### src/bbm_pkg.sv
package bbm_pkg;
    localparam int PIX_W = 6;
    localparam int ADDR_W = 14;
    localparam int DITH_DEPTH = 64;
    localparam int DITH_AW = 6;
    localparam logic [3:0] PIX_PERIOD = 4'hF;
    localparam logic [3:0] SLOT_LAST_4 = 4'h3;
    localparam logic [3:0] SLOT_LAST_5 = 4'h4;
    localparam logic [3:0] SLOT_LAST_6 = 4'h5;
    localparam logic [3:0] SLOT_LAST_7 = 4'h6;
    localparam logic [13:0] WHITE_BASE = 14'h0000;
    localparam logic [13:0] CUR_BASE_64 = 14'h0A00;
    localparam logic [13:0] PREV_BASE_64 = 14'h1400;
    localparam logic [13:0] CUR_BASE_256 = 14'h2A00;
    localparam logic [13:0] PREV_BASE_256 = 14'h3400;
    localparam logic [13:0] ERR_BASE_256 = 14'h2000;
    localparam logic [13:0] ERR_BASE_64 = 14'h0000;
    localparam logic [5:0] PIX_MAX = 6'h3F;
    localparam logic [5:0] PIX_MID = 6'h20;
    localparam logic [4:0] RATIO_13_15_N = 5'h0D;
    localparam logic [4:0] RATIO_13_15_D = 5'h0F;
    localparam logic [4:0] RATIO_12_17_N = 5'h0C;
    localparam logic [4:0] RATIO_12_17_D = 5'h11;
    localparam logic [4:0] RATIO_9_11_N = 5'h09;
    localparam logic [4:0] RATIO_9_11_D = 5'h0B;
    localparam logic [4:0] RATIO_ONE = 5'h01;
    localparam logic [5:0] EDGE_LIMIT = 6'h10;

    typedef enum logic [1:0] {
        BBM_STYLE_SIMPLE = 2'h0,
        BBM_STYLE_DITHER = 2'h1,
        BBM_STYLE_ERROR = 2'h2,
        BBM_STYLE_SEPARATE = 2'h3
    } bbm_style_t;

    typedef enum logic [1:0] {
        BBM_RED_NONE = 2'h0,
        BBM_RED_A3_B4 = 2'h1,
        BBM_RED_A3_A4 = 2'h2,
        BBM_RED_B4_A4 = 2'h3
    } bbm_reduce_t;

    typedef enum logic [1:0] {
        BBM_IDLE = 2'h0,
        BBM_LINE = 2'h1,
        BBM_DONE = 2'h3
    } bbm_state_t;

    typedef struct packed {
        logic [5:0] level;
        logic line_start;
    } bbm_pix_t;

    typedef struct packed {
        logic [13:0] addr;
        logic we;
        logic cs_first;
        logic cs_second;
        logic [7:0] wdata;
    } bbm_mem_t;
endpackage

### src/bbm_backend.sv
// Implementation choices: the address map and the strobed register port.
`timescale 1ns/100ps
// Functional notes
// - Error diffusion runs only when the style field selects error diffusion.
// - Diffusion spreads each pixel's level-minus-result error onto neighbours.
// - Error diffusion also adds the shared dither threshold term.
// - Separation classifies text or gradation; text simple, gradation dithered.
// - Main-scan pixel skipping reduces at 13/15, 12/17 or 9/11.
// - Secondary mode bit picks motor-paced line drop or host-handled reduction.
// - With secondary reduction, dropped lines are read but not output.
// - Cut-out binarizes only a target-width window centred on the source line.
// - One pixel moves every 16 system clock periods.
// - Four to seven memory cycles per pixel period, by diffusion, dual chip, black correction.
// - Memory cycles serve correction data, current/previous lines, error buffer.
// - 64K map: white 0-097F, current 0A00-137F, previous 1400-1D7F.
// - 256K map: current 2A00, previous 3400, error 2000, white at 0.
// - Floating background threshold decides text pixels in simple and separation.
// - Dither thresholds come from an internal 64 by 6-bit store.
module bbm_backend
    import bbm_pkg::*;
#(
    parameter int LINE_PIX = 2432,
    parameter int CUT_PIX = 1728
) (
    input wire logic clk_sys, // System clock
    input wire logic reset, // Async reset
    input wire bbm_pix_t in_pix, // Corrected pixel
    input wire logic in_valid, // Pixel offered
    output logic in_ready, // Buffer can take pixel
    input wire logic [5:0] float_thr, // Background threshold
    input wire logic [5:0] grad_level, // Gradation measure
    input wire logic [5:0] grad_limit, // Text/gradation split
    input wire logic [1:0] style_sel, // Conversion style
    input wire logic [1:0] reduce_select, // Main scan ratio
    input wire logic target_width_select, // Cut-out enable
    input wire logic secondary_reduce_mode, // Line drop on
    input wire logic mem_256k, // 256K SRAM fitted
    input wire logic dual_chip, // Correction on first chip
    input wire logic black_corr, // Black correction used
    input wire logic dith_we, // Dither store write
    input wire logic [5:0] dith_wdata, // Dither write data
    input wire logic dith_addr_clr, // Dither address reset
    input wire logic [7:0] mem_rdata, // SRAM read data
    output bbm_mem_t mem_bus, // SRAM cycle
    output logic motor_step_timing, // Roller step pulse
    output logic out_bit, // Bi-level result
    output logic out_valid, // Result present
    input wire logic out_ready // Receiver ready
);
    initial begin
        if (LINE_PIX < 2 || LINE_PIX > 4096 || CUT_PIX > LINE_PIX) begin
            $error("bad line geometry");
        end
    end

    bbm_style_t style_q;
    bbm_state_t state_q, state_d;
    logic [3:0] phase_q;
    logic [11:0] pix_cnt_q;
    logic [4:0] skip_acc_q;
    logic [4:0] line_acc_q;
    logic line_drop_q;
    logic [5:0] dith_addr_q;
    logic [5:0] dith_mem [DITH_DEPTH];
    logic [7:0] err_carry_q;
    logic [7:0] err_mem_q;
    bbm_pix_t buf_q [2];
    logic [1:0] buf_cnt_q;
    logic buf_rd_q;
    logic buf_wr_q;
    logic res_q;
    logic res_v_q;
    bbm_mem_t mem_q;
    logic step_q;

    // Two-entry input buffer
    wire buf_full = buf_cnt_q == 2'h2;
    wire buf_empty = buf_cnt_q == 2'h0;
    wire take_in = in_valid && !buf_full;
    bbm_pix_t head;
    assign head = buf_q[buf_rd_q];

    wire pix_tick = phase_q == PIX_PERIOD;
    wire res_blocked = res_v_q && !out_ready;
    wire consume = pix_tick && !buf_empty && !res_blocked;
    wire new_line = consume && head.line_start;
    // a line's first pixel already uses the style for its line
    bbm_style_t style_cur;
    assign style_cur = head.line_start ? bbm_style_t'(style_sel) : style_q;

    logic [4:0] ratio_n, ratio_d;
    assign ratio_n = (reduce_select == BBM_RED_A3_B4) ? RATIO_13_15_N :
                     (reduce_select == BBM_RED_A3_A4) ? RATIO_12_17_N :
                     (reduce_select == BBM_RED_B4_A4) ? RATIO_9_11_N : RATIO_ONE;
    assign ratio_d = (reduce_select == BBM_RED_A3_B4) ? RATIO_13_15_D :
                     (reduce_select == BBM_RED_A3_A4) ? RATIO_12_17_D :
                     (reduce_select == BBM_RED_B4_A4) ? RATIO_9_11_D : RATIO_ONE;
    // keep a pixel when the accumulator carries
    wire [4:0] skip_base = head.line_start ? 5'h00 : skip_acc_q;
    wire [5:0] skip_sum = {1'b0, skip_base} + {1'b0, ratio_n};
    wire keep_pix = skip_sum >= {1'b0, ratio_d};
    wire [4:0] skip_next = keep_pix ? 5'(skip_sum - {1'b0, ratio_d}) : skip_sum[4:0];
    wire [5:0] line_sum = {1'b0, line_acc_q} + {1'b0, ratio_n};
    wire keep_line = line_sum >= {1'b0, ratio_d};
    wire [4:0] line_next = keep_line ? 5'(line_sum - {1'b0, ratio_d}) : line_sum[4:0];
    // the first pixel follows its own line's drop decision
    wire line_drop_now = head.line_start ? (secondary_reduce_mode && !keep_line)
                                         : line_drop_q;

    localparam logic [11:0] CUT_LO = 12'((LINE_PIX - CUT_PIX) / 2);
    localparam logic [11:0] CUT_HI = 12'((LINE_PIX - CUT_PIX) / 2 + CUT_PIX);
    wire [11:0] pos = head.line_start ? 12'h000 : pix_cnt_q;
    wire in_window = !target_width_select || (pos >= CUT_LO && pos < CUT_HI);

    wire [5:0] dith_thr = dith_mem[pos[5:0]];
    // incoming error from previous pixel and buffered line
    wire signed [8:0] err_in = $signed({err_carry_q[7], err_carry_q})
                             + $signed({err_mem_q[7], err_mem_q});
    wire signed [9:0] ed_sum = $signed({4'h0, head.level}) + 10'(err_in >>> 1)
                             + $signed({5'h00, dith_thr[5:1]}) - 10'sd16;
    wire ed_bit = ed_sum >= $signed({4'h0, PIX_MID});
    wire signed [9:0] ed_err = ed_sum - (ed_bit ? $signed({4'h0, PIX_MAX}) : 10'sd0);
    wire is_text = grad_level < grad_limit;

    logic bin_bit;
    always_comb begin
        unique case (style_cur)
            BBM_STYLE_SIMPLE: bin_bit = head.level < float_thr;
            BBM_STYLE_DITHER: bin_bit = head.level < dith_thr;
            // diffusion only in its style; dither added above
            BBM_STYLE_ERROR: bin_bit = !ed_bit;
            BBM_STYLE_SEPARATE: bin_bit = is_text ? head.level < float_thr
                                                  : head.level < dith_thr;
        endcase
    end

    // dropped lines still consumed but not emitted
    wire emit = consume && keep_pix && in_window && !line_drop_now;

    wire ed_on = style_cur == BBM_STYLE_ERROR;
    logic [3:0] slot_last;
    assign slot_last = (ed_on && black_corr) ? SLOT_LAST_7 :
                       (ed_on && dual_chip) ? SLOT_LAST_6 :
                       (ed_on || black_corr) ? SLOT_LAST_5 : SLOT_LAST_4;
    wire [13:0] cur_base = mem_256k ? CUR_BASE_256 : CUR_BASE_64;
    wire [13:0] prev_base = mem_256k ? PREV_BASE_256 : PREV_BASE_64;
    wire [13:0] err_base = mem_256k ? ERR_BASE_256 : ERR_BASE_64;
    wire [13:0] pa = 14'(pix_cnt_q);
    bbm_mem_t mem_d;
    always_comb begin
        mem_d = '0;
        if (phase_q <= slot_last) begin
            unique case (phase_q)
                4'h0: begin
                    mem_d.addr = WHITE_BASE + pa;
                    mem_d.cs_first = dual_chip;
                    mem_d.cs_second = !dual_chip;
                end
                4'h1: begin
                    mem_d.addr = prev_base + pa;
                    mem_d.cs_second = 1'b1;
                end
                4'h2: begin
                    mem_d.addr = cur_base + pa;
                    mem_d.we = 1'b1;
                    mem_d.wdata = {2'h0, head.level};
                    mem_d.cs_second = 1'b1;
                end
                4'h3: begin
                    mem_d.addr = ed_on ? err_base + pa : cur_base + pa;
                    mem_d.cs_second = 1'b1;
                end
                4'h4: begin
                    mem_d.addr = ed_on ? err_base + pa : WHITE_BASE + pa;
                    mem_d.we = ed_on;
                    mem_d.wdata = ed_err[7:0];
                    mem_d.cs_second = 1'b1;
                end
                default: begin
                    mem_d.addr = WHITE_BASE + pa;
                    mem_d.cs_first = 1'b1;
                end
            endcase
        end
    end

    always_ff @(posedge clk_sys or posedge reset) begin
        if (reset) begin
            phase_q <= 4'h0;
            mem_q <= '0;
        end else begin
            phase_q <= phase_q + 4'h1;
            mem_q <= mem_d;
        end
    end

    always_ff @(posedge clk_sys or posedge reset) begin
        if (reset) begin
            buf_q[0] <= '0;
            buf_q[1] <= '0;
            buf_cnt_q <= 2'h0;
            buf_rd_q <= 1'b0;
            buf_wr_q <= 1'b0;
        end else begin
            if (take_in) begin
                buf_q[buf_wr_q] <= in_pix;
                buf_wr_q <= !buf_wr_q;
            end
            if (consume) begin
                buf_rd_q <= !buf_rd_q;
            end
            buf_cnt_q <= buf_cnt_q + 2'(take_in) - 2'(consume);
        end
    end

    always_ff @(posedge clk_sys or posedge reset) begin
        if (reset) begin
            state_q <= BBM_IDLE;
            style_q <= BBM_STYLE_SIMPLE;
            pix_cnt_q <= 12'h000;
            skip_acc_q <= 5'h00;
            line_acc_q <= 5'h00;
            line_drop_q <= 1'b0;
            step_q <= 1'b0;
        end else begin
            state_q <= state_d;
            step_q <= 1'b0;
            if (new_line) begin
                style_q <= bbm_style_t'(style_sel);
                // line drop only in secondary mode
                line_drop_q <= secondary_reduce_mode && !keep_line;
                line_acc_q <= line_next;
                step_q <= secondary_reduce_mode;
            end
            if (consume) begin
                pix_cnt_q <= pos + 12'h001;
                skip_acc_q <= skip_next;
            end
        end
    end

    always_comb begin
        unique case (state_q)
            BBM_IDLE: state_d = new_line ? BBM_LINE : BBM_IDLE;
            BBM_LINE: state_d = (consume && pos == 12'(LINE_PIX - 1)) ? BBM_DONE : BBM_LINE;
            BBM_DONE: state_d = new_line ? BBM_LINE : BBM_DONE;
            default: state_d = BBM_IDLE;
        endcase
    end

    always_ff @(posedge clk_sys or posedge reset) begin
        if (reset) begin
            err_carry_q <= 8'h00;
            err_mem_q <= 8'h00;
        end else begin
            // Slot 3 read data return two clocks after the slot
            if (phase_q == 4'h5) begin
                err_mem_q <= ed_on ? mem_rdata : 8'h00;
            end
            if (consume) begin
                err_carry_q <= (ed_on && !head.line_start) ? ed_err[7:0] : 8'h00;
            end
        end
    end

    always_ff @(posedge clk_sys) begin
        if (dith_we) begin
            dith_mem[dith_addr_q] <= dith_wdata;
        end
    end

    always_ff @(posedge clk_sys or posedge reset) begin
        if (reset) begin
            dith_addr_q <= 6'h00;
        end else if (dith_addr_clr) begin
            dith_addr_q <= 6'h00;
        end else if (dith_we) begin
            dith_addr_q <= dith_addr_q + 6'h01;
        end
    end

    always_ff @(posedge clk_sys or posedge reset) begin
        if (reset) begin
            res_q <= 1'b0;
            res_v_q <= 1'b0;
            in_ready <= 1'b0;
        end else begin
            in_ready <= buf_cnt_q + 2'(take_in) - 2'(consume) < 2'h2;
            if (emit) begin
                res_q <= bin_bit;
                res_v_q <= 1'b1;
            end else if (out_ready) begin
                res_v_q <= 1'b0;
            end
        end
    end

    assign out_bit = res_q;
    assign out_valid = res_v_q;
    assign mem_bus = mem_q;
    assign motor_step_timing = step_q;

    pix_period_a: assert property (@(posedge clk_sys) disable iff (reset)
        consume |-> ##16 (phase_q == PIX_PERIOD))
        else $error("pixel period not 16 clocks");
    line_drop_a: assert property (@(posedge clk_sys) disable iff (reset)
        (consume && line_drop_q && !head.line_start) |=> !($rose(res_v_q)))
        else $error("dropped line produced output");
    motor_step_a: assert property (@(posedge clk_sys) disable iff (reset)
        (new_line && !secondary_reduce_mode) |=> !motor_step_timing)
        else $error("motor step without secondary reduction");
    white_slot_a: assert property (@(posedge clk_sys) disable iff (reset)
        (phase_q == 4'h0) |=> (mem_bus.addr == pa))
        else $error("white slot address wrong");
    cur_slot_a: assert property (@(posedge clk_sys) disable iff (reset)
        (phase_q == 4'h2 && mem_256k) |=> (mem_bus.addr == 14'(CUR_BASE_256 + $past(pa))))
        else $error("current line address wrong");
    slot_count_a: assert property (@(posedge clk_sys) disable iff (reset)
        (phase_q > SLOT_LAST_7) |=> (mem_bus == '0))
        else $error("memory cycle past slot seven");
    style_hold_a: assert property (@(posedge clk_sys) disable iff (reset)
        !new_line |=> $stable(style_q))
        else $error("style changed mid line");
    // error buffer written only in diffusion
    err_write_a: assert property (@(posedge clk_sys) disable iff (reset)
        (phase_q == 4'h4 && !ed_on) |=> !mem_bus.we)
        else $error("error buffer written outside diffusion");
endmodule

### config.mk
export PLATFORM = sky130hd
export DESIGN_NAME = bbm_backend
export DESIGN_NICKNAME = d
export VERILOG_FILES = /design/src/bbm_pkg.sv /design/src/bbm_backend.sv
export SDC_FILE = /design/constraint.sdc
export NUM_CORES = 1
export LEC_CHECK = 0
export BUFFER_PORTS_ARGS = -buffer_cell sky130_fd_sc_hd__clkbuf_2
export CAP_MARGIN = 0
export CORE_UTILIZATION = 55
export CTS_CLUSTER_SIZE = 12
export DETAILED_ROUTE_END_ITERATION = 6
export PLACE_DENSITY = 0.75
export SYNTH_ARGS = -nofsm -noshare
export SYNTH_HDL_FRONTEND = slang
export SYNTH_SLANG_ARGS = --single-unit
### constraint.sdc
create_clock -name clk_sys -period 6.25 [get_ports clk_sys]
set_clock_uncertainty 0.15 [all_clocks]
set_input_delay 0 -clock clk_sys [delete_from_list [all_inputs] [get_ports clk_sys]]
set_output_delay 0 -clock clk_sys [all_outputs]
set_load 0.005 [all_outputs]
==> metrics, run 1 <==
pwr/cell area between 600 and 700 nW/um2; violated checks negative setup slack; synthesized area about 22,000 um2; Worst-Skew Late Latency 610 ps; ranking of synthesized cells by area edfxtp_1, dfrtp_1, ha_1; fin nets ~2,000; CTS max path bufs 3; RSZ-0062 raised after global routing yes; TritonCTS Sinks 482; fraction of final layout cells sized beyond drive strength 1 0.222; CTS Root Cell clkbuf_16; most common cell after layout, fill and taps aside edfxtp_1; Fmax 156 MHz; #FFs+latches synth between 400 and 500; Worst Tran Pin Value ~1300 ps; wire length per cell 22.1 um; Clk pin slew, worst setup/hold paths around 60 ps; DR vias about 15,000; Post-synth EDFFs 384; die width 202 um; First-pass DRT Iterations 5; post-synth top area share 0.522; initial antenna violation count 0; cell count after synthesis 1,682; worst r2r path cells 32; static leakage ~10 nW; vias in the first global route 15,200; worst setup path category reg -> reg; Core Util, Final 0.665; die area 41,000 um2; global route overflow 0; max-cap viol count 0; Vias/cell about 6; distinct cell type count after synthesis 71; Routed WL roughly 54,000 um; final setup vio count 10; I/O pin cnt slightly above 80; setup ws final -171 ps; run status finished with violations; ant diodes 0; antenna viol nets, final 0; post-synth top area cell edfxtp_1; critical path arrival ~6800 ps; Synth-to-Final Area Change 19.3%; first-pass GRT wire length 83,600 um; overall routing resource usage 0.267; CTS Buf Count 50; DRC errors left 0; RR Endpoint mem_bus[5]; R2R Setup Slk -170 ps; largest vdd supply drop 1.17 mV; prevailing post-synth register cell edfxtp_1; Slew headroom 0.144; worst path bufs/invs 8; R2R Path Start buf_rd_q; post-synthesis sequential area ratio 0.633; final hold vios 0; most frequent cells in the layout edfxtp_1, nand2_1, nor2_1; Fillers roughly 2,700; TritonCTS clock tree yes; DP HPWL 35,000 um; hold path cells 3; Hold Path End dith_addr_q[0]; syn_nets 1,826; initial drt markers 1,266; core area 39,600 um2; Critical Path Max Stage Delay 410 ps; crit path time final between 6000 and 7000 ps; largest net degree at the start of global routing 76; HP Class in -> reg; GPL Wtd Cong 0.958; port bufs 82; Tot Pwr 17.2 mW; critical path peak fanout 19; worst path required time 6610 ps; crit path max-delay cell type dfrtp_2; Worst setup EP type flip-flop; yosys warns 0; final worst-path cycle share 1.03; Die H between 200 and 250 um; Hold Slack 51.9 ps; min-delay src dith_addr_clr; Slew Limit Fails 0; Post-synth ARST share 0.203; CP delay by family, top compound AO/OA/AOI/OAI gates; initial core utilization 0.558; syn_area_per_cell 13.1 um2; std cell rows 73; CTS H-tree depth 2; CP startpoint kind flip-flop
## Yosys cell counts, types with 14 or more instances
cell and count:
o21ai_0 46, and3_1 43, mux4_2 42, nor3_1 14
mux2i_1 18, ha_1 79, edfxtp_1 384, xnor2_1 22
and2_1 22, nand3_1 54, a211oi_1 40, a311oi_1 41
mux2_2 23, a31oi_1 15, dfrtp_1 98, xor2_1 19
nand2_1 229, nor2_1 120, clkbuf_1 44, inv_1 67
a21o_1 17, buf_2 36, a21oi_1 48
## stage by stage
stage	setup slack, ps	cells	area (um2)	setup TNS, ps
after floorplan	27.3	1682	22100	0
after global placement	-283	2296	23700	-1390
after detailed placement	-521	2296	23700	-3200
after CTS	0.483	2441	26000	0
after global routing	-332	2447	26400	-2770
final	-171	2447	26400	-796
## how the worst max path moves through the flow
stage / from / end / slack (ps) / cells past startpoint
global placement: buf_rd_q / err_carry_q[7] / -280 / 29
finish: buf_rd_q / mem_bus[5] / -170 / 32
CTS: buf_rd_q / err_carry_q[7] / 0.5 / 30
detailed placement: buf_rd_q / err_carry_q[7] / -520 / 29
floorplan: buf_rd_q / err_carry_q[7] / 30 / 30
global route: buf_rd_q / mem_bus[5] / -330 / 30
## power by group
group          leakage (nW)  switching (mW)  internal, mW
sequential             4.73           0.126          3.64
combinational          4.63            5.32          5.34
clock                 0.719            1.20          1.55
total                  10.1            6.64          10.5
## layout make-up
class	instances	area, um2	area share
Clock buffer	76	1400	0.0531
Clock inverter	9	105	0.00399
Inverter	68	265	0.0101
Multi-Input combinational cell	1038	7870	0.299
Sequential cell	482	14000	0.531
Tap cell	525	657	0.0249
Timing Repair Buffer	249	2070	0.0787
## registers in the layout, indices dropped and copies added (netlist names), 2 cells and up
signal,cells
pix_cnt_q,12
err_carry_q,8
dith_mem,384
style_q,2
buf_q,14
dith_addr_q,6
mem_bus,25
phase_q,4
line_acc_q,5
err_mem_q,8
buf_cnt_q,2
skip_acc_q,5
## tightest hold or removal path, cell delays in order
cell and delay [ps]:
dlygate4sd3_1 530, clkbuf_2 180, nor2_1 70
## per-layer routing
| layer | track usage | part of all wire |
|---|---|---|
| met5 | 0 | 0 |
| met4 | 0.116 | 0.038 |
| met3 | 0.0522 | 0.082 |
| met2 | 0.440 | 0.48 |
| met1 | 0.346 | 0.40 |
## kinds of logic (layout without fill, tap and decap cells)
logic type               Yosys count  after routing  synth area share
adder cells (fa/ha/maj)           90             90            0.0547
multiplexers                      84             84            0.0637
AND/OR/NAND/NOR                  533            533             0.109
AO/OA/AOI/OAI                    290            290            0.0930
flip-flops                       482            482             0.633
buffers and inverters            162            402            0.0307
XOR/XNOR                          41             41            0.0162
## timing repair
| item | in CTS | in global routing |
|---|---|---|
| gates cloned | 2 | 1 |
| buffers inserted | 16 | 5 |
| pin swaps | 19 | 25 |
| setup endpoints to repair | 12 | 13 |
| gates resized for setup | 37 | 56 |
| endpoints found under the hold margin | 458 | 0 |
| hold buffers | 42 | 0 |
(Power assumes the default switching activity.)
==> run 2, diff against run 1 <==
--- a/config.mk
+++ b/config.mk
@@ -10,7 +10,7 @@
 export CORE_UTILIZATION = 55
 export CTS_CLUSTER_SIZE = 12
 export DETAILED_ROUTE_END_ITERATION = 6
-export PLACE_DENSITY = 0.75
+export PLACE_DENSITY = 0.72
 export SYNTH_ARGS = -nofsm -noshare
 export SYNTH_HDL_FRONTEND = slang
 export SYNTH_SLANG_ARGS = --single-unit
==> constraint.sdc (replaced) <==
create_clock -name clk_sys -period 7.7 [get_ports clk_sys]
set_clock_uncertainty 0.15 [all_clocks]
set_input_delay 0 -clock clk_sys [delete_from_list [all_inputs] [get_ports clk_sys]]
set_output_delay 0 -clock clk_sys [all_outputs]
set_load 0.005 [all_outputs]
==> metrics, run 2 (synthesis results as in run 1) <==
crit path max-delay cell type mux2_2 (was dfrtp_2); I/O pin cnt 83 (unchanged); die width 202 um (unchanged); CP startpoint kind flip-flop (unchanged); HP Class in -> reg (unchanged); Worst-Skew Late Latency 600 ps (was 610 ps); GR peak layer met2 (unchanged); register share of total power 0.286 (was 0.219); worst path bufs/invs 3 (was 8); largest register by flop count dith_mem (unchanged); DR vias 14,400 (was 14,700); static leakage 9.52 nW (was 10.1 nW); initial drt markers 1,457 (was 1,266); Slew headroom 0.417 (was 0.144); DP HPWL 34,300 um (was 35,000 um); Die H 202 um (unchanged); worst path required time 8060 ps (was 6610 ps); Sw Ratio 0.401 (was 0.387); TritonCTS clock tree yes (unchanged); Worst Tran Pin Value 874 ps (was 1280 ps); first-pass GRT wire length 83,000 um (was 83,600 um); Worst setup EP type flip-flop (unchanged); run status completed (was finished with violations); RSZ-0062 raised after global routing no (was yes); overall routing resource usage 0.265 (was 0.267); worst r2r path cells 27 (was 32); R2R Setup Slk 640 ps (was -170 ps); setup TNS 0 ps (was -796 ps); final setup vio count 0 (was 10); max-cap viol count 0 (unchanged); port bufs 82 (unchanged); antenna viol nets, final 0 (unchanged); fin nets 1,950 (was 2,033); M2 GR Usage 0.432 (was 0.440); min-delay src in_pix[4] (was dith_addr_clr); most frequent cells in the layout edfxtp_1, nand2_1, nor2_1 (unchanged); R2R Path Start buf_rd_q (unchanged); Logic pwr share 0.503 (was 0.621); global route overflow 0 (unchanged); CTS Buf Count 49 (was 50); worst setup path category reg -> reg (unchanged); critical path arrival 7410 ps (was 6780 ps); Worst Setup SP buf_rd_q (unchanged); final worst-path cycle share 0.917 (was 1.03); Hold Slack 43.2 ps (was 51.9 ps); First-pass DRT Iterations 7 (was 5); crit path time final 7060 ps (was 6420 ps); most common cell after layout, fill and taps aside edfxtp_1 (unchanged); CP delay by family, top compound AO/OA/AOI/OAI gates (unchanged); die area 41,000 um2 (unchanged); vias in the first global route 14,600 (was 15,200); initial core utilization 0.558 (unchanged); largest net degree at the start of global routing 65 (was 76); TritonCTS Sinks 482 (unchanged); core area 39,600 um2 (unchanged); fraction of final layout cells sized beyond drive strength 1 0.149 (was 0.222); Hold Path End buf_q[4] (was dith_addr_q[0]); RR Endpoint err_carry_q[7] (was mem_bus[5]); grt met1 use 0.364 (was 0.346); final hold vios 0 (unchanged); crit-path most repeated cell ha_1; clock share of power 0.210 (was 0.160); largest vdd supply drop 0.526 mV (was 1.17 mV); Fillers 2,958 (was 2,736); Slew Limit Fails 0 (unchanged); CTS max path bufs 3 (unchanged); wire length per cell 22.4 um (was 22.1 um); initial antenna violation count 0 (unchanged); met3 GRT Util 0.0398 (was 0.0522); Critical Path Max Stage Delay 470 ps (was 410 ps); Vias/cell 6.09 (was 6.02); ant diodes 0 (unchanged); Routed WL 53,000 um (was 54,100 um); Fmax 142 MHz (was 156 MHz); Synth-to-Final Area Change 13.5% (was 19.3%); DRC errors left 0 (unchanged); Largest register FFs 384 (unchanged); Clk pin slew, worst setup/hold paths 60 ps (about the same); pwr/cell area 425 nW/um2 (was 651 nW/um2); internal power 6.39 mW (was 10.5 mW); std cell rows 73 (unchanged); CTS H-tree depth 2 (unchanged); critical path peak fanout 33 (was 19); hold path cells 3 (unchanged); CTS Root Cell clkbuf_16 (unchanged); Switching Power 4.27 mW (was 6.64 mW); GPL Wtd Cong 0.943 (was 0.958); Setup Buffers After CTS 0 (was 16)
==> run 2: cell count changes in the layout (fill, tap and decap cells not counted), sizes merged <==
| cell | before | now |
|---|---|---|
| bufbuf | 1 | 0 |
| dlygate4sd3 | 42 | 44 |
| clkinv | 6 | 9 |
| buf | 123 | 41 |
| clkbuf | 159 | 155 |
| bufinv | 0 | 1 |
| clkinvlp | 2 | 1 |
==> run 2: power by group through the flow <==
stage          clock network, mW  logic [mW]  registers, mW
6_report                    2.24        5.37           3.05
2_1_floorplan                  0        3.95           3.07
3_3_place_gp                   0        5.15           3.10
4_1_cts                     2.27        5.32           3.05
3_5_place_dp                   0        5.25           3.10
5_1_grt                     2.37        6.00           3.07
==> run 2: worst register-to-register path: cells and delay by family (launching register included) <==
family | cells | cell delay [ps]
AOI/OAI and AO/OA | 14 | 3260
adders and majority gates | 4 | 1390
buffers and inverters | 3 | 670
muxes | 1 | 470
and+or+nand+nor | 4 | 420
DFF | 1 | 400
xor gates and xnor gates | 1 | 200
==> run 2: final cells by class <==
class,count,area (um2),share of cell area
Sequential cell,482,14000,0.558
Clock inverter,12,140,0.00559
Timing Repair Buffer,167,1220,0.0488
Tap cell,525,657,0.0262
Inverter,68,260,0.0104
Clock buffer,73,1360,0.0541
Multi-Input combinational cell,1038,7460,0.297
==> run 2: per-layer routing <==
metal	vias to the layer above	routed length, um
met5	-	0
met4	0	1640
met3	115	4140
met2	677	25400
met1	7116	21800
li1	6505	-
==> run 2: worst max path at each step <==
stage	to	slack, ps	cells after the start
floorplan	err_carry_q[7]	1340	30
global placement	err_carry_q[7]	550	28
detailed placement	err_carry_q[7]	350	28
CTS	err_carry_q[7]	360	28
global route	err_carry_q[7]	40	30
finish	err_carry_q[7]	640	27
==> run 2: metrics by stage <==
step	cell area [um2]	worst slack, ps	cells	power [mW]	utilization
detailed placement	23100	353	2236	8.35	0.583
floorplan	22100	1340	1682	7.02	-
CTS	25100	355	2365	10.6	0.632
global route	25100	40.4	2365	11.4	0.633
finish	25100	642	2365	10.7	0.633
global placement	23100	546	2236	8.24	0.583
==> run 2: timing repair <==
action	in CTS	in global routing
hold buffers	44	0
gates resized for setup	0	7
endpoints found under the setup margin	0	5
endpoints found under the hold margin	467	0
==> run 3, diff against run 2 <==
--- a/config.mk
+++ b/config.mk
@@ -10,7 +10,8 @@
 export CORE_UTILIZATION = 55
 export CTS_CLUSTER_SIZE = 12
 export DETAILED_ROUTE_END_ITERATION = 6
-export PLACE_DENSITY = 0.72
+export GPL_TIMING_DRIVEN = 0
+export PLACE_DENSITY = 0.77
 export SYNTH_ARGS = -nofsm -noshare
 export SYNTH_HDL_FRONTEND = slang
 export SYNTH_SLANG_ARGS = --single-unit
==> metrics, run 3 (synthesis results as in run 1) <==
RSZ-0062 raised after global routing no (unchanged); ant diodes 0 (unchanged); DRC errors left 0 (unchanged); Synth-to-Final Area Change 13.9% (was 13.5%); Logic pwr share 0.515 (was 0.503); static leakage 9.61 nW (was 9.52 nW); largest vdd supply drop 0.418 mV (was 0.526 mV); largest net degree at the start of global routing 65 (unchanged); worst path bufs/invs 5 (was 3); final hold vios 0 (unchanged); largest register by flop count dith_mem (unchanged); Switching Power 4.45 mW (was 4.27 mW); die area 41,000 um2 (unchanged); Post-DP Area 23,200 um2 (was 23,100 um2); Hold Slack 49.2 ps (was 43.2 ps); fraction of final layout cells sized beyond drive strength 1 0.163 (was 0.149); GPL Wtd Cong 0.992 (was 0.943); Largest register FFs 384 (unchanged); Layout Cells excl Fill 2,409 (was 2,365); port bufs 81 (was 82); DR vias 14,900 (was 14,400); dpl cells 2,289 (was 2,236); critical path arrival 7710 ps (was 7410 ps); CTS Buf Count 49 (unchanged); clock share of power 0.206 (was 0.210); setup ws final 321 ps (was 642 ps); most common cell after layout, fill and taps aside edfxtp_1 (unchanged); Setup WS pre-CTS -949 ps (was 353 ps); CTS Root Cell clkbuf_16 (unchanged); critical path peak fanout 10 (was 33); Slew headroom 0.0750 (was 0.417); Clk pin slew, worst setup/hold paths 60 ps (about the same); crit path max-delay cell type fa_1 (was mux2_2); final worst-path cycle share 0.958 (was 0.917); initial antenna violation count 0 (unchanged); wire length per cell 23.5 um (was 22.4 um); HP Class in -> reg (unchanged); final setup vio count 0 (unchanged); CP delay by family, top compound AO/OA/AOI/OAI gates (unchanged); CTS H-tree depth 2 (unchanged); DP HPWL 38,900 um (was 34,300 um); worst setup path category reg -> reg (unchanged); TritonCTS clock tree yes (unchanged); CP startpoint kind flip-flop (unchanged); die width 202 um (unchanged); overall routing resource usage 0.281 (was 0.265); fin nets 1,992 (was 1,950); worst path required time 8030 ps (was 8060 ps); TritonCTS Sinks 482 (unchanged); antenna viol nets, final 0 (unchanged); initial drt markers 1,581 (was 1,457); I/O pin cnt 83 (unchanged); Worst Tran Pin Value 1390 ps (was 874 ps); Slew Limit Fails 0 (unchanged); First-pass DRT Iterations 6 (was 7); Fmax 136 MHz (was 142 MHz); run status completed (unchanged); Die H 202 um (unchanged); Worst setup EP type flip-flop (unchanged); initial core utilization 0.558 (unchanged); Critical Path Max Stage Delay 470 ps (about the same); register share of total power 0.279 (was 0.286); most frequent cells in the layout edfxtp_1, nand2_1, nor2_1 (unchanged); Finished Cell Area 25,200 um2 (was 25,100 um2); std cell rows 73 (unchanged); pwr/cell area 433 nW/um2 (was 425 nW/um2); first-pass GRT wire length 86,200 um (was 83,000 um); max-cap viol count 0 (unchanged); setup TNS 0 ps (unchanged); Tot Pwr 10.9 mW (was 10.7 mW); crit path time final 7380 ps (was 7060 ps); vias in the first global route 15,100 (was 14,600); Routed WL 56,700 um (was 53,000 um); internal power 6.46 mW (was 6.39 mW); CTS max path bufs 3 (unchanged); Sw Ratio 0.408 (was 0.401); Worst-Skew Late Latency 580 ps (was 600 ps); core area 39,600 um2 (unchanged); global route overflow 0 (unchanged); Core Util, Final 0.635 (was 0.633); Vias/cell 6.20 (was 6.09)
run 3: metal layers:
layer	routed length, um	up-vias	track usage
met2	26800	830	0.456
li1	-	6596	-
met4	2800	0	0.139
met1	21700	7327	0.365
met3	5390	181	0.0533
met5	0	-	0
run 3: final cells by class:
| type | instances | area [um2] |
|---|---|---|
| plain buffers | 91 | 458 |
| clock buffers | 79 | 1380 |
| clock inverters | 8 | 128 |
| fillers | 2932 | 14500 |
| inverters | 68 | 258 |
| multi-input cells | 1038 | 7520 |
| flip-flops and latches | 482 | 14000 |
| well taps | 525 | 657 |
| repair buffers | 118 | 791 |
run 3: timing repair:
action	4_1_cts	5_1_grt
hold buffers	29	1
hold endpoints to repair	137	24
buffers inserted	2	3
gates resized for setup	31	18
endpoints found under the setup margin	13	6
gates cloned	0	0
pin swaps	1	3
run 3: power groups by stage:
stage | clock (mW) | sequential (mW) | combinational, mW
detailed placement | 0 | 3.09 | 5.36
global placement | 0 | 3.08 | 5.19
finish | 2.25 | 3.05 | 5.62
floorplan | 0 | 3.07 | 3.95
CTS | 2.27 | 3.04 | 5.48
global route | 2.37 | 3.06 | 6.18
run 3: path summary, 6_finish.rpt:
kind                       cells after the start        endpoint  slack, ps     startpoint
hold reg to reg                                2   skip_acc_q[4]        330  skip_acc_q[4]
hold / removal                                 4    err_mem_q[4]         50   mem_rdata[4]
setup reg to reg                              29  err_carry_q[7]        320   pix_cnt_q[2]
setup / recovery                              29  err_carry_q[7]        320   pix_cnt_q[2]
max in group asynchronous                      5      style_q[1]       6210          reset
min in group asynchronous                      4   line_acc_q[1]        520          reset
run 3: worst reg2reg max path: cells and delay by family (launching register included):
family / cells / cell delay (ps)
compound gates: 11 / 2270
fa+ha+maj: 5 / 1630
buf+inv: 5 / 1290
flops: 1 / 460
mux: 2 / 690
simple gates: 6 / 820
